<file path="src/verilog/usp_pkg.sv">
package usp_pkg;
    localparam int CLK_PERIOD_NS = 40;
    localparam int SE0_RESET_NS = 2500;
    localparam int SE0_RESET_CYCLES = (SE0_RESET_NS + CLK_PERIOD_NS - 1) / CLK_PERIOD_NS;
    localparam int SUSPEND_IDLE_US = 3000;
    localparam int SUSPEND_CYCLES_DEF = (SUSPEND_IDLE_US * 1000 + CLK_PERIOD_NS - 1)
        / CLK_PERIOD_NS;
    localparam int WAKE_ACCESS_US = 2500;
    localparam int WAKE_CYCLES_DEF = (WAKE_ACCESS_US * 1000 + CLK_PERIOD_NS - 1)
        / CLK_PERIOD_NS;
    localparam int CNT_W = 20;
    localparam int DMA_CHANNELS = 2;
    localparam logic [6:0] WAKE_ACCESS_ADDR = 7'h7E;
    localparam logic [1:0] LINE_SE0 = 2'h0;
    localparam logic [1:0] LINE_J = 2'h2;
    localparam logic [1:0] HSK_UNDECIDED = 2'h0;
    localparam logic [1:0] HSK_IN_PROGRESS = 2'h1;
    localparam logic [1:0] HSK_FULL_SPEED = 2'h2;
    localparam logic [1:0] HSK_HIGH_SPEED = 2'h3;
    localparam logic [1:0] MODE_OTHER = 2'h0;
    localparam logic [1:0] MODE_NORMAL = 2'h1;
    localparam logic [1:0] MODE_SLEEP = 2'h2;
    localparam logic [1:0] MODE_CLOCK_STOP = 2'h3;

    typedef struct packed {
        logic [1:0] crystal_freq_sel;
        logic osc_buffer_enable;
        logic ref_clock_enable;
        logic pll_enable;
        logic internal_clock_enable;
        logic auto_clock_supply_mode;
        logic high_speed_enable;
        logic dplus_pullup_enable;
        logic sleep_control;
        logic controller_enable;
    } usp_sys_cfg_type;

    typedef struct packed {
        logic drive_strength_sel;
        logic byte_order_sel;
    } usp_pin_cfg_type;

    typedef struct packed {
        logic dma_req_polarity;
        logic dma_ack_polarity;
        logic dma_end_polarity;
        logic output_bus_mode;
    } usp_dma_cfg_type;

    typedef struct packed {
        logic vbus_change_irq_enable;
        logic resume_irq_enable;
        logic irq_output_sense;
        logic wake_on_access_ctrl;
    } usp_irq_cfg_type;

    typedef struct packed {
        logic vbus_change_flag;
        logic resume_flag;
    } usp_irq_flag_type;

    typedef struct packed {
        logic [1:0] handshake_result;
        logic hs_active;
        logic suspended;
        logic bus_reset;
        logic line_change;
    } usp_line_status_type;

    typedef struct packed {
        logic pullup_on;
        logic hs_term_on;
        logic fs_drv_on;
    } usp_pad_ctrl_type;

    typedef enum logic [2:0] {
        PS_RUN = 3'b001,
        PS_SLEEP = 3'b010,
        PS_WAKE = 3'b100
    } usp_pwr_state_type;

    localparam usp_sys_cfg_type SYS_CFG_RESET = '0;
    localparam usp_pin_cfg_type PIN_CFG_RESET = '0;
    localparam usp_dma_cfg_type DMA_CFG_RESET = '0;
    localparam usp_irq_cfg_type IRQ_CFG_RESET = '0;
endpackage

</file>
<file path="src/verilog/usp_sync.sv">
`timescale 1ns/10ps
module usp_sync #(
    parameter int WIDTH = 1
) (
    input wire logic core_clk,
    input wire logic rst_sync_b,
    input wire logic [WIDTH-1:0] async_in,
    output logic [WIDTH-1:0] sync_out
);
    logic [WIDTH-1:0] stage1_reg;
    logic [WIDTH-1:0] stage2_reg;
    logic [WIDTH-1:0] stage3_reg;
    logic [WIDTH-1:0] out_reg;
    logic [WIDTH-1:0] out_next;

    // take a change only once stages two and three agree
    always_comb
    begin
        out_next = ((stage2_reg ~^ stage3_reg) & stage2_reg)
            | ((stage2_reg ^ stage3_reg) & out_reg);
    end

    always_ff @(posedge core_clk or negedge rst_sync_b)
    begin
        if (!rst_sync_b)
        begin
            stage1_reg <= '0;
            stage2_reg <= '0;
            stage3_reg <= '0;
            out_reg <= '0;
        end
        else
        begin
            stage1_reg <= async_in;
            stage2_reg <= stage1_reg;
            stage3_reg <= stage2_reg;
            out_reg <= out_next;
        end
    end

    assign sync_out = out_reg;
endmodule // usp_sync

</file>
<file path="src/verilog/usp_line_mon.sv">
`timescale 1ns/10ps
module usp_line_mon #(
    parameter int SUSPEND_CYCLES = usp_pkg::SUSPEND_CYCLES_DEF
) (
    input wire logic core_clk,
    input wire logic rst_sync_b,
    input wire logic enable,
    input wire logic high_speed_enable,
    input wire logic host_chirp,
    input wire logic [1:0] line,
    output usp_pkg::usp_line_status_type status
);
    import usp_pkg::*;

    logic [CNT_W-1:0] se0_cnt_reg, se0_cnt_next;
    logic [CNT_W-1:0] idle_cnt_reg, idle_cnt_next;
    logic [1:0] line_prev_reg;
    usp_line_status_type status_reg, status_next;

    always_comb
    begin
        status_next = status_reg;
        status_next.bus_reset = 1'b0;
        status_next.line_change = (line != line_prev_reg);
        se0_cnt_next = '0;
        idle_cnt_next = '0;
        if (line == LINE_SE0 && se0_cnt_reg != CNT_W'(SE0_RESET_CYCLES))
            se0_cnt_next = se0_cnt_reg + 1'b1;
        else if (line == LINE_SE0)
            se0_cnt_next = se0_cnt_reg;
        if (line == LINE_J && idle_cnt_reg != CNT_W'(SUSPEND_CYCLES))
            idle_cnt_next = idle_cnt_reg + 1'b1;
        else if (line == LINE_J)
            idle_cnt_next = idle_cnt_reg;
        if (idle_cnt_next == CNT_W'(SUSPEND_CYCLES))
            status_next.suspended = 1'b1;
        else if (line != LINE_J)
            status_next.suspended = 1'b0;
        if (se0_cnt_next == CNT_W'(SE0_RESET_CYCLES) && se0_cnt_reg != se0_cnt_next)
        begin
            status_next.bus_reset = 1'b1;
            status_next.hs_active = 1'b0;
            status_next.handshake_result = high_speed_enable ? HSK_IN_PROGRESS
                : HSK_FULL_SPEED;
        end
        else if (status_reg.handshake_result == HSK_IN_PROGRESS)
        begin
            if (host_chirp)
            begin
                status_next.handshake_result = HSK_HIGH_SPEED;
                status_next.hs_active = 1'b1;
            end
            else if (line != LINE_SE0)
                status_next.handshake_result = HSK_FULL_SPEED;
        end
        if (!enable)
        begin
            status_next = '0;
            se0_cnt_next = '0;
            idle_cnt_next = '0;
        end
    end

    always_ff @(posedge core_clk or negedge rst_sync_b)
    begin
        if (!rst_sync_b)
        begin
            se0_cnt_reg <= '0;
            idle_cnt_reg <= '0;
            line_prev_reg <= LINE_SE0;
            status_reg <= '0;
        end
        else
        begin
            se0_cnt_reg <= se0_cnt_next;
            idle_cnt_reg <= idle_cnt_next;
            line_prev_reg <= line;
            status_reg <= status_next;
        end
    end

    assign status = status_reg;
endmodule // usp_line_mon

</file>
<file path="src/verilog/usp_power_ctrl.sv">
`timescale 1ns/10ps
module usp_power_ctrl #(
    parameter int SUSPEND_CYCLES = usp_pkg::SUSPEND_CYCLES_DEF,
    parameter int WAKE_CYCLES = usp_pkg::WAKE_CYCLES_DEF
) (
    input wire logic core_clk,
    input wire logic rst_b,
    input wire logic sys_wr,
    input wire usp_pkg::usp_sys_cfg_type sys_wdata,
    input wire logic pin_wr,
    input wire usp_pkg::usp_pin_cfg_type pin_wdata,
    input wire logic [usp_pkg::DMA_CHANNELS-1:0] dma_wr,
    input wire usp_pkg::usp_dma_cfg_type dma_wdata,
    input wire logic irq_wr,
    input wire usp_pkg::usp_irq_cfg_type irq_wdata,
    input wire usp_pkg::usp_irq_flag_type irq_clr,
    input wire logic cpu_wr,
    input wire logic [6:0] cpu_addr,
    input wire logic dplus_in,
    input wire logic dminus_in,
    input wire logic vbus_in,
    input wire logic host_chirp,
    output usp_pkg::usp_sys_cfg_type system_config_reg,
    output usp_pkg::usp_pin_cfg_type pin_config_reg,
    output usp_pkg::usp_dma_cfg_type [usp_pkg::DMA_CHANNELS-1:0] dma_channel_config_reg,
    output usp_pkg::usp_irq_cfg_type irq_config_reg,
    output usp_pkg::usp_irq_flag_type irq_status_reg_0,
    output logic [1:0] handshake_result,
    output logic hs_mode,
    output logic bus_reset,
    output usp_pkg::usp_pad_ctrl_type pad_ctrl,
    output logic irq_pin_out,
    output logic [1:0] pwr_mode,
    output logic access_ready
);
    import usp_pkg::*;

    logic rst_meta_reg;
    logic rst_sync_b;
    logic [1:0] line_sync;
    logic vbus_sync;
    logic vbus_prev_reg;
    logic vbus_change;
    logic resume_event;
    logic wake_access;
    logic wake_event;
    logic accept;
    usp_line_status_type line_status;

    usp_pwr_state_type state_reg, state_next;
    logic [CNT_W-1:0] wake_cnt_reg, wake_cnt_next;
    usp_sys_cfg_type sys_reg, sys_next;
    usp_pin_cfg_type pin_reg, pin_next;
    usp_dma_cfg_type [DMA_CHANNELS-1:0] dma_reg, dma_next;
    usp_irq_cfg_type irq_cfg_reg, irq_cfg_next;
    usp_irq_flag_type flag_reg, flag_next;
    usp_pad_ctrl_type pad_reg, pad_next;
    logic irq_out_reg, irq_out_next;
    logic [1:0] mode_reg, mode_next;

    function automatic logic [1:0] mode_of(input usp_sys_cfg_type c);
        logic clocks_on;
        logic clocks_off;
        clocks_on = c.osc_buffer_enable & c.ref_clock_enable & c.internal_clock_enable;
        clocks_off = ~(c.osc_buffer_enable | c.ref_clock_enable | c.pll_enable
            | c.internal_clock_enable);
        mode_of = MODE_OTHER;
        if (clocks_on && !c.sleep_control && c.controller_enable)
            mode_of = MODE_NORMAL;
        else if (clocks_off && c.sleep_control && c.controller_enable)
            mode_of = MODE_SLEEP;
        else if (clocks_off && !c.sleep_control && c.auto_clock_supply_mode
            && c.controller_enable)
            mode_of = MODE_CLOCK_STOP;
    endfunction

    // reset pin released through two flops
    always_ff @(posedge core_clk or negedge rst_b)
    begin
        if (!rst_b)
        begin
            rst_meta_reg <= 1'b0;
            rst_sync_b <= 1'b0;
        end
        else
        begin
            rst_meta_reg <= 1'b1;
            rst_sync_b <= rst_meta_reg;
        end
    end

    usp_sync #(
        .WIDTH(3)
    ) u_pin_sync (
        .core_clk(core_clk),
        .rst_sync_b(rst_sync_b),
        .async_in({dplus_in, dminus_in, vbus_in}),
        .sync_out({line_sync, vbus_sync})
    );

    usp_line_mon #(
        .SUSPEND_CYCLES(SUSPEND_CYCLES)
    ) u_line_mon (
        .core_clk(core_clk),
        .rst_sync_b(rst_sync_b),
        .enable(sys_reg.controller_enable),
        .high_speed_enable(sys_reg.high_speed_enable),
        .host_chirp(host_chirp),
        .line(line_sync),
        .status(line_status)
    );

    assign accept = (state_reg == PS_RUN);
    assign vbus_change = (vbus_sync != vbus_prev_reg);
    assign resume_event = line_status.line_change
        & (line_status.suspended | (state_reg == PS_SLEEP));
    assign wake_access = cpu_wr && cpu_addr == WAKE_ACCESS_ADDR
        && !irq_cfg_reg.wake_on_access_ctrl;
    assign wake_event = wake_access
        | (vbus_change & irq_cfg_reg.vbus_change_irq_enable)
        | (resume_event & irq_cfg_reg.resume_irq_enable);

    // configuration and power state
    always_comb
    begin
        state_next = state_reg;
        wake_cnt_next = '0;
        sys_next = sys_reg;
        pin_next = pin_reg;
        dma_next = dma_reg;
        irq_cfg_next = irq_cfg_reg;
        case (state_reg)
            PS_RUN:
            begin
                if (sys_wr)
                begin
                    sys_next = sys_wdata;
                    // device keeps oscillator buffer until sleep
                    sys_next.osc_buffer_enable = sys_wdata.osc_buffer_enable
                        | sys_reg.osc_buffer_enable;
                end
                if (pin_wr)
                    pin_next = pin_wdata;
                if (irq_wr)
                    irq_cfg_next = irq_wdata;
                for (int ch = 0; ch < DMA_CHANNELS; ch++)
                begin
                    if (dma_wr[ch])
                        dma_next[ch] = dma_wdata;
                end
                if (sys_wr && sys_wdata.sleep_control)
                begin
                    state_next = PS_SLEEP;
                    sys_next.sleep_control = 1'b1;
                    sys_next.ref_clock_enable = 1'b0;
                    sys_next.pll_enable = 1'b0;
                    sys_next.internal_clock_enable = 1'b0;
                    sys_next.osc_buffer_enable = 1'b0;
                    pin_next = PIN_CFG_RESET;
                    irq_cfg_next = IRQ_CFG_RESET;
                    pin_next.drive_strength_sel = pin_reg.drive_strength_sel;
                    irq_cfg_next.vbus_change_irq_enable = irq_cfg_reg.vbus_change_irq_enable;
                    irq_cfg_next.resume_irq_enable = irq_cfg_reg.resume_irq_enable;
                    for (int ch = 0; ch < DMA_CHANNELS; ch++)
                    begin
                        dma_next[ch] = DMA_CFG_RESET;
                        dma_next[ch].dma_req_polarity = dma_reg[ch].dma_req_polarity;
                    end
                end
            end
            PS_SLEEP:
            begin
                if (wake_event)
                begin
                    sys_next.sleep_control = 1'b0;
                    sys_next.osc_buffer_enable = 1'b1;
                    state_next = sys_reg.auto_clock_supply_mode ? PS_WAKE : PS_RUN;
                end
            end
            PS_WAKE:
            begin
                wake_cnt_next = wake_cnt_reg + 1'b1;
                if (wake_cnt_reg == CNT_W'(WAKE_CYCLES - 1))
                begin
                    sys_next.ref_clock_enable = 1'b1;
                    sys_next.pll_enable = 1'b1;
                    sys_next.internal_clock_enable = 1'b1;
                    state_next = PS_RUN;
                end
            end
            default:
            begin
                state_next = PS_RUN;
            end
        endcase
        if (!accept && state_reg != PS_SLEEP && state_reg != PS_WAKE)
            state_next = PS_RUN;
    end

    always_ff @(posedge core_clk or negedge rst_sync_b)
    begin
        if (!rst_sync_b)
        begin
            state_reg <= PS_RUN;
            wake_cnt_reg <= '0;
            sys_reg <= SYS_CFG_RESET;
            pin_reg <= PIN_CFG_RESET;
            dma_reg <= {DMA_CHANNELS{DMA_CFG_RESET}};
            irq_cfg_reg <= IRQ_CFG_RESET;
        end
        else
        begin
            state_reg <= state_next;
            wake_cnt_reg <= wake_cnt_next;
            sys_reg <= sys_next;
            pin_reg <= pin_next;
            dma_reg <= dma_next;
            irq_cfg_reg <= irq_cfg_next;
        end
    end

    // flags, interrupt pin, pads and mode
    always_comb
    begin
        flag_next = flag_reg & ~irq_clr;
        if (vbus_change)
            flag_next.vbus_change_flag = 1'b1;
        if (resume_event)
            flag_next.resume_flag = 1'b1;
        irq_out_next = (flag_next.vbus_change_flag & irq_cfg_next.vbus_change_irq_enable)
            | (flag_next.resume_flag & irq_cfg_next.resume_irq_enable);
        if (!irq_cfg_next.irq_output_sense)
            irq_out_next = ~irq_out_next;
        pad_next = '0;
        if (sys_next.dplus_pullup_enable && sys_next.controller_enable)
        begin
            pad_next.hs_term_on = line_status.hs_active & ~line_status.suspended
                & sys_next.high_speed_enable;
            pad_next.pullup_on = ~pad_next.hs_term_on;
            pad_next.fs_drv_on = ~pad_next.hs_term_on;
        end
        mode_next = mode_of(sys_next);
    end

    always_ff @(posedge core_clk or negedge rst_sync_b)
    begin
        if (!rst_sync_b)
        begin
            vbus_prev_reg <= 1'b0;
            flag_reg <= '0;
            irq_out_reg <= 1'b1;
            pad_reg <= '0;
            mode_reg <= MODE_OTHER;
        end
        else
        begin
            vbus_prev_reg <= vbus_sync;
            flag_reg <= flag_next;
            irq_out_reg <= irq_out_next;
            pad_reg <= pad_next;
            mode_reg <= mode_next;
        end
    end

    assign system_config_reg = sys_reg;
    assign pin_config_reg = pin_reg;
    assign dma_channel_config_reg = dma_reg;
    assign irq_config_reg = irq_cfg_reg;
    assign irq_status_reg_0 = flag_reg;
    assign handshake_result = line_status.handshake_result;
    assign hs_mode = line_status.hs_active & sys_reg.high_speed_enable;
    assign bus_reset = line_status.bus_reset;
    assign pad_ctrl = pad_reg;
    assign irq_pin_out = irq_out_reg;
    assign pwr_mode = mode_reg;
    assign access_ready = accept;
endmodule // usp_power_ctrl

</file>
<file path="config.mk">
export PLATFORM = sky130hd
export DESIGN_NAME = usp_power_ctrl
export DESIGN_NICKNAME = d
export VERILOG_FILES = /design/src/verilog/usp_pkg.sv /design/src/verilog/usp_sync.sv /design/src/verilog/usp_line_mon.sv /design/src/verilog/usp_power_ctrl.sv
export SDC_FILE = /design/constraint.sdc
export NUM_CORES = 1
export LEC_CHECK = 0
export BUFFER_PORTS_ARGS = -buffer_cell sky130_fd_sc_hd__buf_2
export CORE_MARGIN = 1
export CORE_UTILIZATION = 53
export CTS_CLUSTER_SIZE = 14
export DETAILED_ROUTE_END_ITERATION = 7
export GPL_ROUTABILITY_DRIVEN = 0
export PLACE_DENSITY_LB_ADDON = 0.1
export SLEW_MARGIN = 20
export SYNTH_ARGS = -nofsm -noshare
export SYNTH_HDL_FRONTEND = slang
export SYNTH_HIERARCHICAL = 1
export SYNTH_SLANG_ARGS = --single-unit
</file>
<file path="constraint.sdc">
create_clock -name core_clk -period 3.4 [get_ports core_clk]
set_clock_uncertainty 0.15 [all_clocks]
set_input_delay 0.68 -clock core_clk [delete_from_list [all_inputs] [get_ports core_clk]]
set_output_delay 0.68 -clock core_clk [all_outputs]
set_load 0.005 [all_outputs]
</file>
==> metrics.txt, run 1 <==
number of CTS-inserted buffers 17; CP required approximately 3.6 ns; first-pass GRT wire length 21800 um; clock power share between 40% and 50%; average vias per placed instance ~5.8; # fillers ~950; Peak Freq roughly 350 MHz; drt first pass iters 5; hold_buf cts 1; Max Root-Sink Buffers 2; worst hold path type reg -> reg; Synthesized Nets between 600 and 700; nets 733; main flop type after synthesis dfrtp_1; sequential cell area fraction in the yosys report 47.9%; fin area 0.00724 mm2; Die W ~110 um; Chip Height roughly 110 um; Worst-Margin Slew between 0.7 and 0.8 ns; layout cells sized above 1 21.1%; CORE AREA between 0.01 and 0.015 mm2; total power draw approximately 0.0045 W; grt met1 use 32.5%; Post-CTS Repair Setup Buffers 0; cell accounting for the most synthesized area dfrtp_1; post-synth cell types slightly below 80; Yosys warning count 6; final-report hold violation count 0; number of global-route vias before repair between 4k and 5k; top cells by area, synth dfrtp_1 (47%), xnor2_1 (4.3%), nor2_1 (4.2%); io pins 80; Die ar. 0.0121 mm2; CP endpoint kind flip-flop; most crowded layer after global routing met2; largest net degree at the start of global routing 54; Tmin final 2.87 ns; P_leak ~3.2 nW; Port Buffer Count between 70 and 80; met2 Track Usage GR 36.6%; Synth Instances 613; Sum Neg Setup Slack 0 ns; DRT antenna net count 0; Final setup viols 0; peak fanout along the critical path 8; Place WS roughly 0.62 ns; Syn Area/Cell between 10 and 15 um2; Reg area slightly below 0.003 mm2; gr usage total around a quarter; routing usage on met3 under 10%; placed cells 807; Slew Viols, Final 0; grt total ovfl 0; final std cells w/o fill between 800 and 900; Peak VDD IR about 0.45 mV; synth-to-layout area growth 17.3%; initial core utilization roughly 54%; initial antenna violation count 0; Async SR Flop Fraction between 90% and 100%; slew margin rel. a little over half; DRC 0; #FFs+latches synth 118; RSZ-0062 raised after global routing false; Net Sw Frac 27.5%; drt wl/cell roughly 16 um; CTS Sinks approximately 120; final wirelength between 10000 and 15000 um; crit start category flip-flop; Max-Cap Viols 0; final worst-path cycle share 84.4%; number of synthesized flops with an enable pin 0; Worst-Skew Late Latency 0.41 ns; multi-input combinational cell area 0.00299 mm2; H-tree depth 4; Pint roughly 0.0032 W; clock slew at reported path FFs ~0.060 ns; top cell type's share of synthesized area about 47%; CTS resizes 0; Iter 0 DRT Violations approximately 320; CTS tree built; n_diodes 0; PnR worst setup slack roughly 0.53 ns; Switch Pwr between 0.001 and 0.0015 W; # rows 39; Crit Path Category reg -> reg; PwrDens ~620 mW/mm2; Area after DPL between 0.006 and 0.007 mm2; root buffer cell clkbuf_16; vias 4834; register share of total power around two fifths; crit path DAT between 3 and 4 ns; status finished, final reports clean; Cell Area, Synth between 0.006 and 0.007 mm2; post-DP HPWL around 9500 um; Gate power share 19.0%
[layout by cell type (no fill, tap or decap), drive strengths merged, types with 3 or more instances in the layout]
| cell type | netlist | final |
|---|---|---|
| a211oi | 4 | 4 |
| a21o | 7 | 7 |
| a21oi | 18 | 18 |
| a31oi | 3 | 3 |
| a32o | 10 | 10 |
| and2 | 10 | 10 |
| and3 | 7 | 7 |
| and3b | 4 | 4 |
| and4 | 10 | 10 |
| buf | 18 | 83 |
| bufinv | 0 | 3 |
| clkbuf | 14 | 24 |
| clkinv | 0 | 5 |
| dfrtp | 116 | 116 |
| ha | 7 | 7 |
| inv | 13 | 13 |
| mux2 | 7 | 7 |
| mux2i | 6 | 6 |
| nand2 | 61 | 61 |
| nand2b | 4 | 4 |
| nand3 | 31 | 31 |
| nand3b | 5 | 5 |
| nand4 | 17 | 17 |
| nor2 | 69 | 69 |
| nor2b | 4 | 4 |
| nor3 | 16 | 16 |
| nor3b | 5 | 5 |
| nor4 | 12 | 12 |
| nor4b | 3 | 3 |
| o211ai | 3 | 3 |
| o21a | 5 | 5 |
| o21ai | 20 | 20 |
| o31ai | 4 | 4 |
| or2 | 5 | 5 |
| or3 | 7 | 7 |
| or4 | 3 | 3 |
| xnor2 | 30 | 30 |
| xor2 | 29 | 29 |
[critical path: stages (launching register included)]
cell and delay (ns):
dfrtp_1 0.41, ha_1 0.30, and4_1 0.46, nand3_1 0.22
mux2_2 0.31, o2111a_1 0.15, nor4_1 0.43, a21oi_1 0.13
o21a_1 0.19
[final timing paths]
| check | endpoint | from | cells after the start | slack, ns |
|---|---|---|---|---|
| max | u_line_mon/status[4]$_DFFE_PN0P_ | u_line_mon/se0_cnt_reg[0]$_DFF_PN0_ | 8 | 0.53 |
| min | u_pin_sync/stage2_reg[1]$_DFF_PN0_ | u_pin_sync/stage1_reg[1]$_DFF_PN0_ | 0 | 0.20 |
| max reg2reg | u_line_mon/status[4]$_DFFE_PN0P_ | u_line_mon/se0_cnt_reg[0]$_DFF_PN0_ | 8 | 0.53 |
| min reg2reg | u_pin_sync/stage2_reg[1]$_DFF_PN0_ | u_pin_sync/stage1_reg[1]$_DFF_PN0_ | 0 | 0.20 |
| max in group asynchronous | state_reg[0]$_DFFE_PN1P_ | rst_sync_b$_DFF_PN0_ | 1 | 2.06 |
| min in group asynchronous | u_pin_sync/stage2_reg[2]$_DFF_PN0_ | rst_sync_b$_DFF_PN0_ | 0 | 0.22 |
[metal layers]
layer | vias to the layer above | wire, um
met3 | 14 | 761
met2 | 143 | 6390
met4 | 0 | 138
li1 | 2318 | -
met5 | - | 0
met1 | 2359 | 6280
[synth_stat cells (5+ instances only)]
master and instances:
dfrtp_1 116, nor2_1 69, nand2_1 60, nand3_1 31, xnor2_1 30, xor2_1 29, o21ai_0 17, a21oi_1 16
clkbuf_1 14, nand4_1 14, inv_1 13, nor3_1 13, buf_2 11, a32o_1 10, and2_1 10, and4_1 9
nor4_1 9, a21o_1 7, and3_1 7, ha_1 7, or3_1 7, mux2i_1 6, buf_6 5, o21a_1 5
[cell type report]
cell class,count,area share (%)
multi-input combinational,450,41.3
timing repair buffer,84,6.19
clock inverter,8,1.69
tap,143,2.47
sequential,118,40.9
clock buffer,24,6.79
inverter,13,0.674
[per-stage QoR]
step                      hold slack, ns  util [%]
after global routing               0.200      63.7
after detailed placement           0.189      58.2
after floorplan                    0.181         -
after CTS                          0.200      63.7
after global placement             0.183      58.2
final                              0.197      63.7
[power by group through the flow]
stage	combinational, W	clock, W	sequential, W
after floorplan	0.000488	0	0.00181
after global placement	0.000839	0	0.00179
after detailed placement	0.000857	0	0.00180
after CTS	0.000864	0.00189	0.00178
after global routing	0.000950	0.00193	0.00180
final	0.000853	0.00185	0.00178
[kinds of logic (layout without fill, tap and decap cells)]
kind of cell	after synthesis	in the layout	share of synthesized area [%]
adders and majority gates	7	7	1.42
AOI/OAI and AO/OA	90	90	10.7
other	1	1	0.0607
buffers and inverters	45	129	3.69
xor gates and xnor gates	59	59	8.37
DFF	118	118	47.9
and+or+nand+nor	280	280	25.6
muxes	13	13	2.37
(Power assumes the default switching activity.)
==> run 2: changes to the inputs <==
Clock period 3.4 ns to 2.4 ns, I/O delays scaled along.
==> metrics.txt, run 2 (synthesized netlist as in run 1, its figures left out) <==
Gate power share 20.6% (was 19.0%); drt first pass iters 5 (unchanged); reg2reg start u_line_mon/se0_cnt_reg[6]$_DFF_PN0_ (was u_line_mon/se0_cnt_reg[0]$_DFF_PN0_); reg2reg path depth 8 (unchanged); initial core utilization 54.3% (unchanged); fin area 0.00802 mm2 (was 0.00724 mm2); Tmin final 2.51 ns (was 2.87 ns); Switch Pwr 0.00176 W (was 0.00123 W); n_diodes 0 (unchanged); final wirelength 15100 um (was 13600 um); Pint 0.00471 W (was 0.00325 W); synth-to-layout area growth 29.9% (was 17.3%); clock power share 40.3% (was 41.3%); # rows 39 (unchanged); Die ar. 0.0121 mm2 (unchanged); Slew Viols, Final 0 (unchanged); total power draw 0.00646 W (was 0.00448 W); slowest stage cell, crit path dfrtp_2 (was and4_1); most crowded layer after global routing met2 (unchanged); H-tree depth 4 (unchanged); WHS Endpoint u_pin_sync/stage1_reg[0]$_DFF_PN0_ (was u_pin_sync/stage2_reg[1]$_DFF_PN0_); Max Root-Sink Buffers 2 (unchanged); P_leak 3.60 nW (was 3.16 nW); Worst-Skew Late Latency 0.41 ns (about the same); routing usage on met3 7.94% (was 6.28%); CTS Sinks 118 (unchanged); most frequent cells in the layout dfrtp_1 (111), buf_4 (85), buf_2 (79) (was dfrtp_1 (115), buf_2 (79), nor2_1 (69)); failing checks setup timing; final worst-path cycle share 104% (was 84.4%); most common cell after layout, fill and taps aside dfrtp_1 (unchanged); grt total ovfl 0 (unchanged); crit start category flip-flop (unchanged); status complete, but fails checks (was finished, final reports clean); peak fanout along the critical path 3 (was 8); final-report hold violation count 0 (unchanged); R2R setup slack -0.11 ns (was 0.53 ns); Peak VDD IR 0.734 mV (was 0.452 mV); root buffer cell clkbuf_16 (unchanged); PwrDens 806 mW/mm2 (was 619 mW/mm2); largest net degree at the start of global routing 47 (was 54); Port Buffer Count 79 (unchanged); Buf/Inv on CP 1 (was 0); placed cells 879 (was 807); gr usage total 26.6% (was 23.8%); number of global-route vias before repair 4966 (was 4568); Final setup viols 4 (was 0); DRT antenna net count 0 (unchanged); Sum Neg Setup Slack -0.270 ns (was 0 ns); met2 Track Usage GR 42.2% (was 36.6%); PnR worst setup slack -0.106 ns (was 0.529 ns); CP required 2.55 ns (was 3.56 ns); first-pass GRT wire length 24100 um (was 21800 um); worst reg2reg path endpoint u_line_mon/status[4]$_DFFE_PN0P_ (unchanged); WHS Path Cells 1 (was 0); nets 816 (was 733); Net Sw Frac 27.2% (was 27.5%); post-DP HPWL 10800 um (was 9450 um); worst hold path type in -> reg (was reg -> reg); grt met1 use 34.6% (was 32.5%); crit path DAT 2.66 ns (was 3.03 ns); drt wl/cell 16.4 um (was 16.2 um); Max-Cap Viols 0 (unchanged); Chip Height 110 um (unchanged); # fillers 860 (was 951); beginning of the worst hold path vbus_in (was u_pin_sync/stage1_reg[1]$_DFF_PN0_); RSZ-0062 raised after global routing true (was false); final std cells w/o fill 922 (was 840); register share of total power 39.1% (was 39.6%); vias 5261 (was 4834); initial antenna violation count 0 (unchanged); Place WS -0.108 ns (was 0.624 ns); crit-path cells nor4_4, nand4_4, a2111oi_4, nand4_1, nor4_2, buf_4, a21oi_1, o21a_1 (was ha_1, and4_1, nand3_1, mux2_2, o2111a_1, nor4_1, a21oi_1, o21a_1); Crit Path Category reg -> reg (unchanged); CTS tree built (unchanged); Crit path largest cell delay 0.44 ns (was 0.46 ns); io pins 80 (unchanged); DRC 0 (unchanged); CP endpoint kind flip-flop (unchanged); CORE AREA 0.0114 mm2 (unchanged); CP top delay family simple AND/OR/NAND/NOR gates (unchanged); Area after DPL 0.00716 mm2 (was 0.00662 mm2); layout cells sized above 1 32.6% (was 21.1%); Die W 110 um (unchanged); Iter 0 DRT Violations 347 (was 321); number of CTS-inserted buffers 17 (unchanged); clock slew at reported path FFs 0.05 ns (was 0.06 ns); average vias per placed instance 5.71 (was 5.75); Peak Freq 399 MHz (was 348 MHz)
## run 2: changes by cell type in the layout (fill, tap and decap cells not counted), moves of 2 or more
| cell | before | now |
|---|---|---|
| buf_4 | 3 | 85 |
| dfrtp_1 | 115 | 111 |
| dfrtp_2 | 0 | 4 |
| clkbuf_8 | 4 | 1 |
| ha_1 | 7 | 4 |
| nor4_1 | 9 | 6 |
| clkinvlp_4 | 0 | 2 |
| ha_4 | 0 | 2 |
| inv_1 | 13 | 11 |
| inv_2 | 0 | 2 |
| mux2i_1 | 6 | 4 |
| mux2i_2 | 0 | 2 |
| nor3_1 | 13 | 11 |
| nor4_2 | 0 | 2 |
## run 2: timing repair
item | 4_1_cts | 5_1_grt
hold buffers | 1 | 0
endpoints found under the hold margin | 2 | 0
endpoints found under the setup margin | 5 | 5
pin swaps | 16 | 11
resized for setup | 25 | 10
buffers inserted | 9 | 2
## run 2: worst max-delay path by stage
stage	from	end	slack, ns	cells past startpoint
final	u_line_mon/se0_cnt_reg[6]$_DFF_PN0_	u_line_mon/status[4]$_DFFE_PN0P_	-0.11	8
after global routing	u_line_mon/se0_cnt_reg[6]$_DFF_PN0_	u_line_mon/status[4]$_DFFE_PN0P_	-0.21	8
after CTS	u_line_mon/se0_cnt_reg[6]$_DFF_PN0_	u_line_mon/status[1]$_DFF_PN0_	-0.02	7
after detailed placement	u_line_mon/idle_cnt_reg[0]$_DFF_PN0_	u_line_mon/status[2]$_DFFE_PN0P_	-0.11	9
after global placement	u_line_mon/se0_cnt_reg[1]$_DFF_PN0_	u_line_mon/status[4]$_DFFE_PN0P_	-0.03	9
after floorplan	u_line_mon/se0_cnt_reg[7]$_DFF_PN0_	u_line_mon/status[1]$_DFF_PN0_	0.0005	8
## run 2: final cells by class
class	instances	area [um2]	share of cell area (%)
flip-flops and latches	118	2960	37.0
clock buffers	22	454	5.66
clock inverters	9	154	1.92
multi-input cells	450	3140	39.2
repair buffers	167	1070	13.4
well taps	143	179	2.23
inverters	13	48.8	0.609
## run 2: power by group through the flow
stage	Combinational [W]	Clock [W]	Sequential (W)
after floorplan	0.000692	0	0.00256
after global placement	0.00129	0	0.00254
after detailed placement	0.00132	0	0.00256
after CTS	0.00134	0.00267	0.00253
after global routing	0.00148	0.00276	0.00256
final	0.00133	0.00261	0.00253
## run 2: per-layer routing
metal  share of wire, %  vias to the layer above
li1                   -                     2476
met1                 44                     2575
met2                 48                      195
met3                6.6                       15
met4                1.4                        0
met5                  0                        -
## run 2: per-stage QoR
step | util [%] | hold slack [ns]
after floorplan | - | 0.0344
after global placement | 63.0 | 0.118
after detailed placement | 63.0 | 0.124
after CTS | 69.9 | 0.00740
after global routing | 70.5 | 0.0000737
final | 70.5 | 0.0238
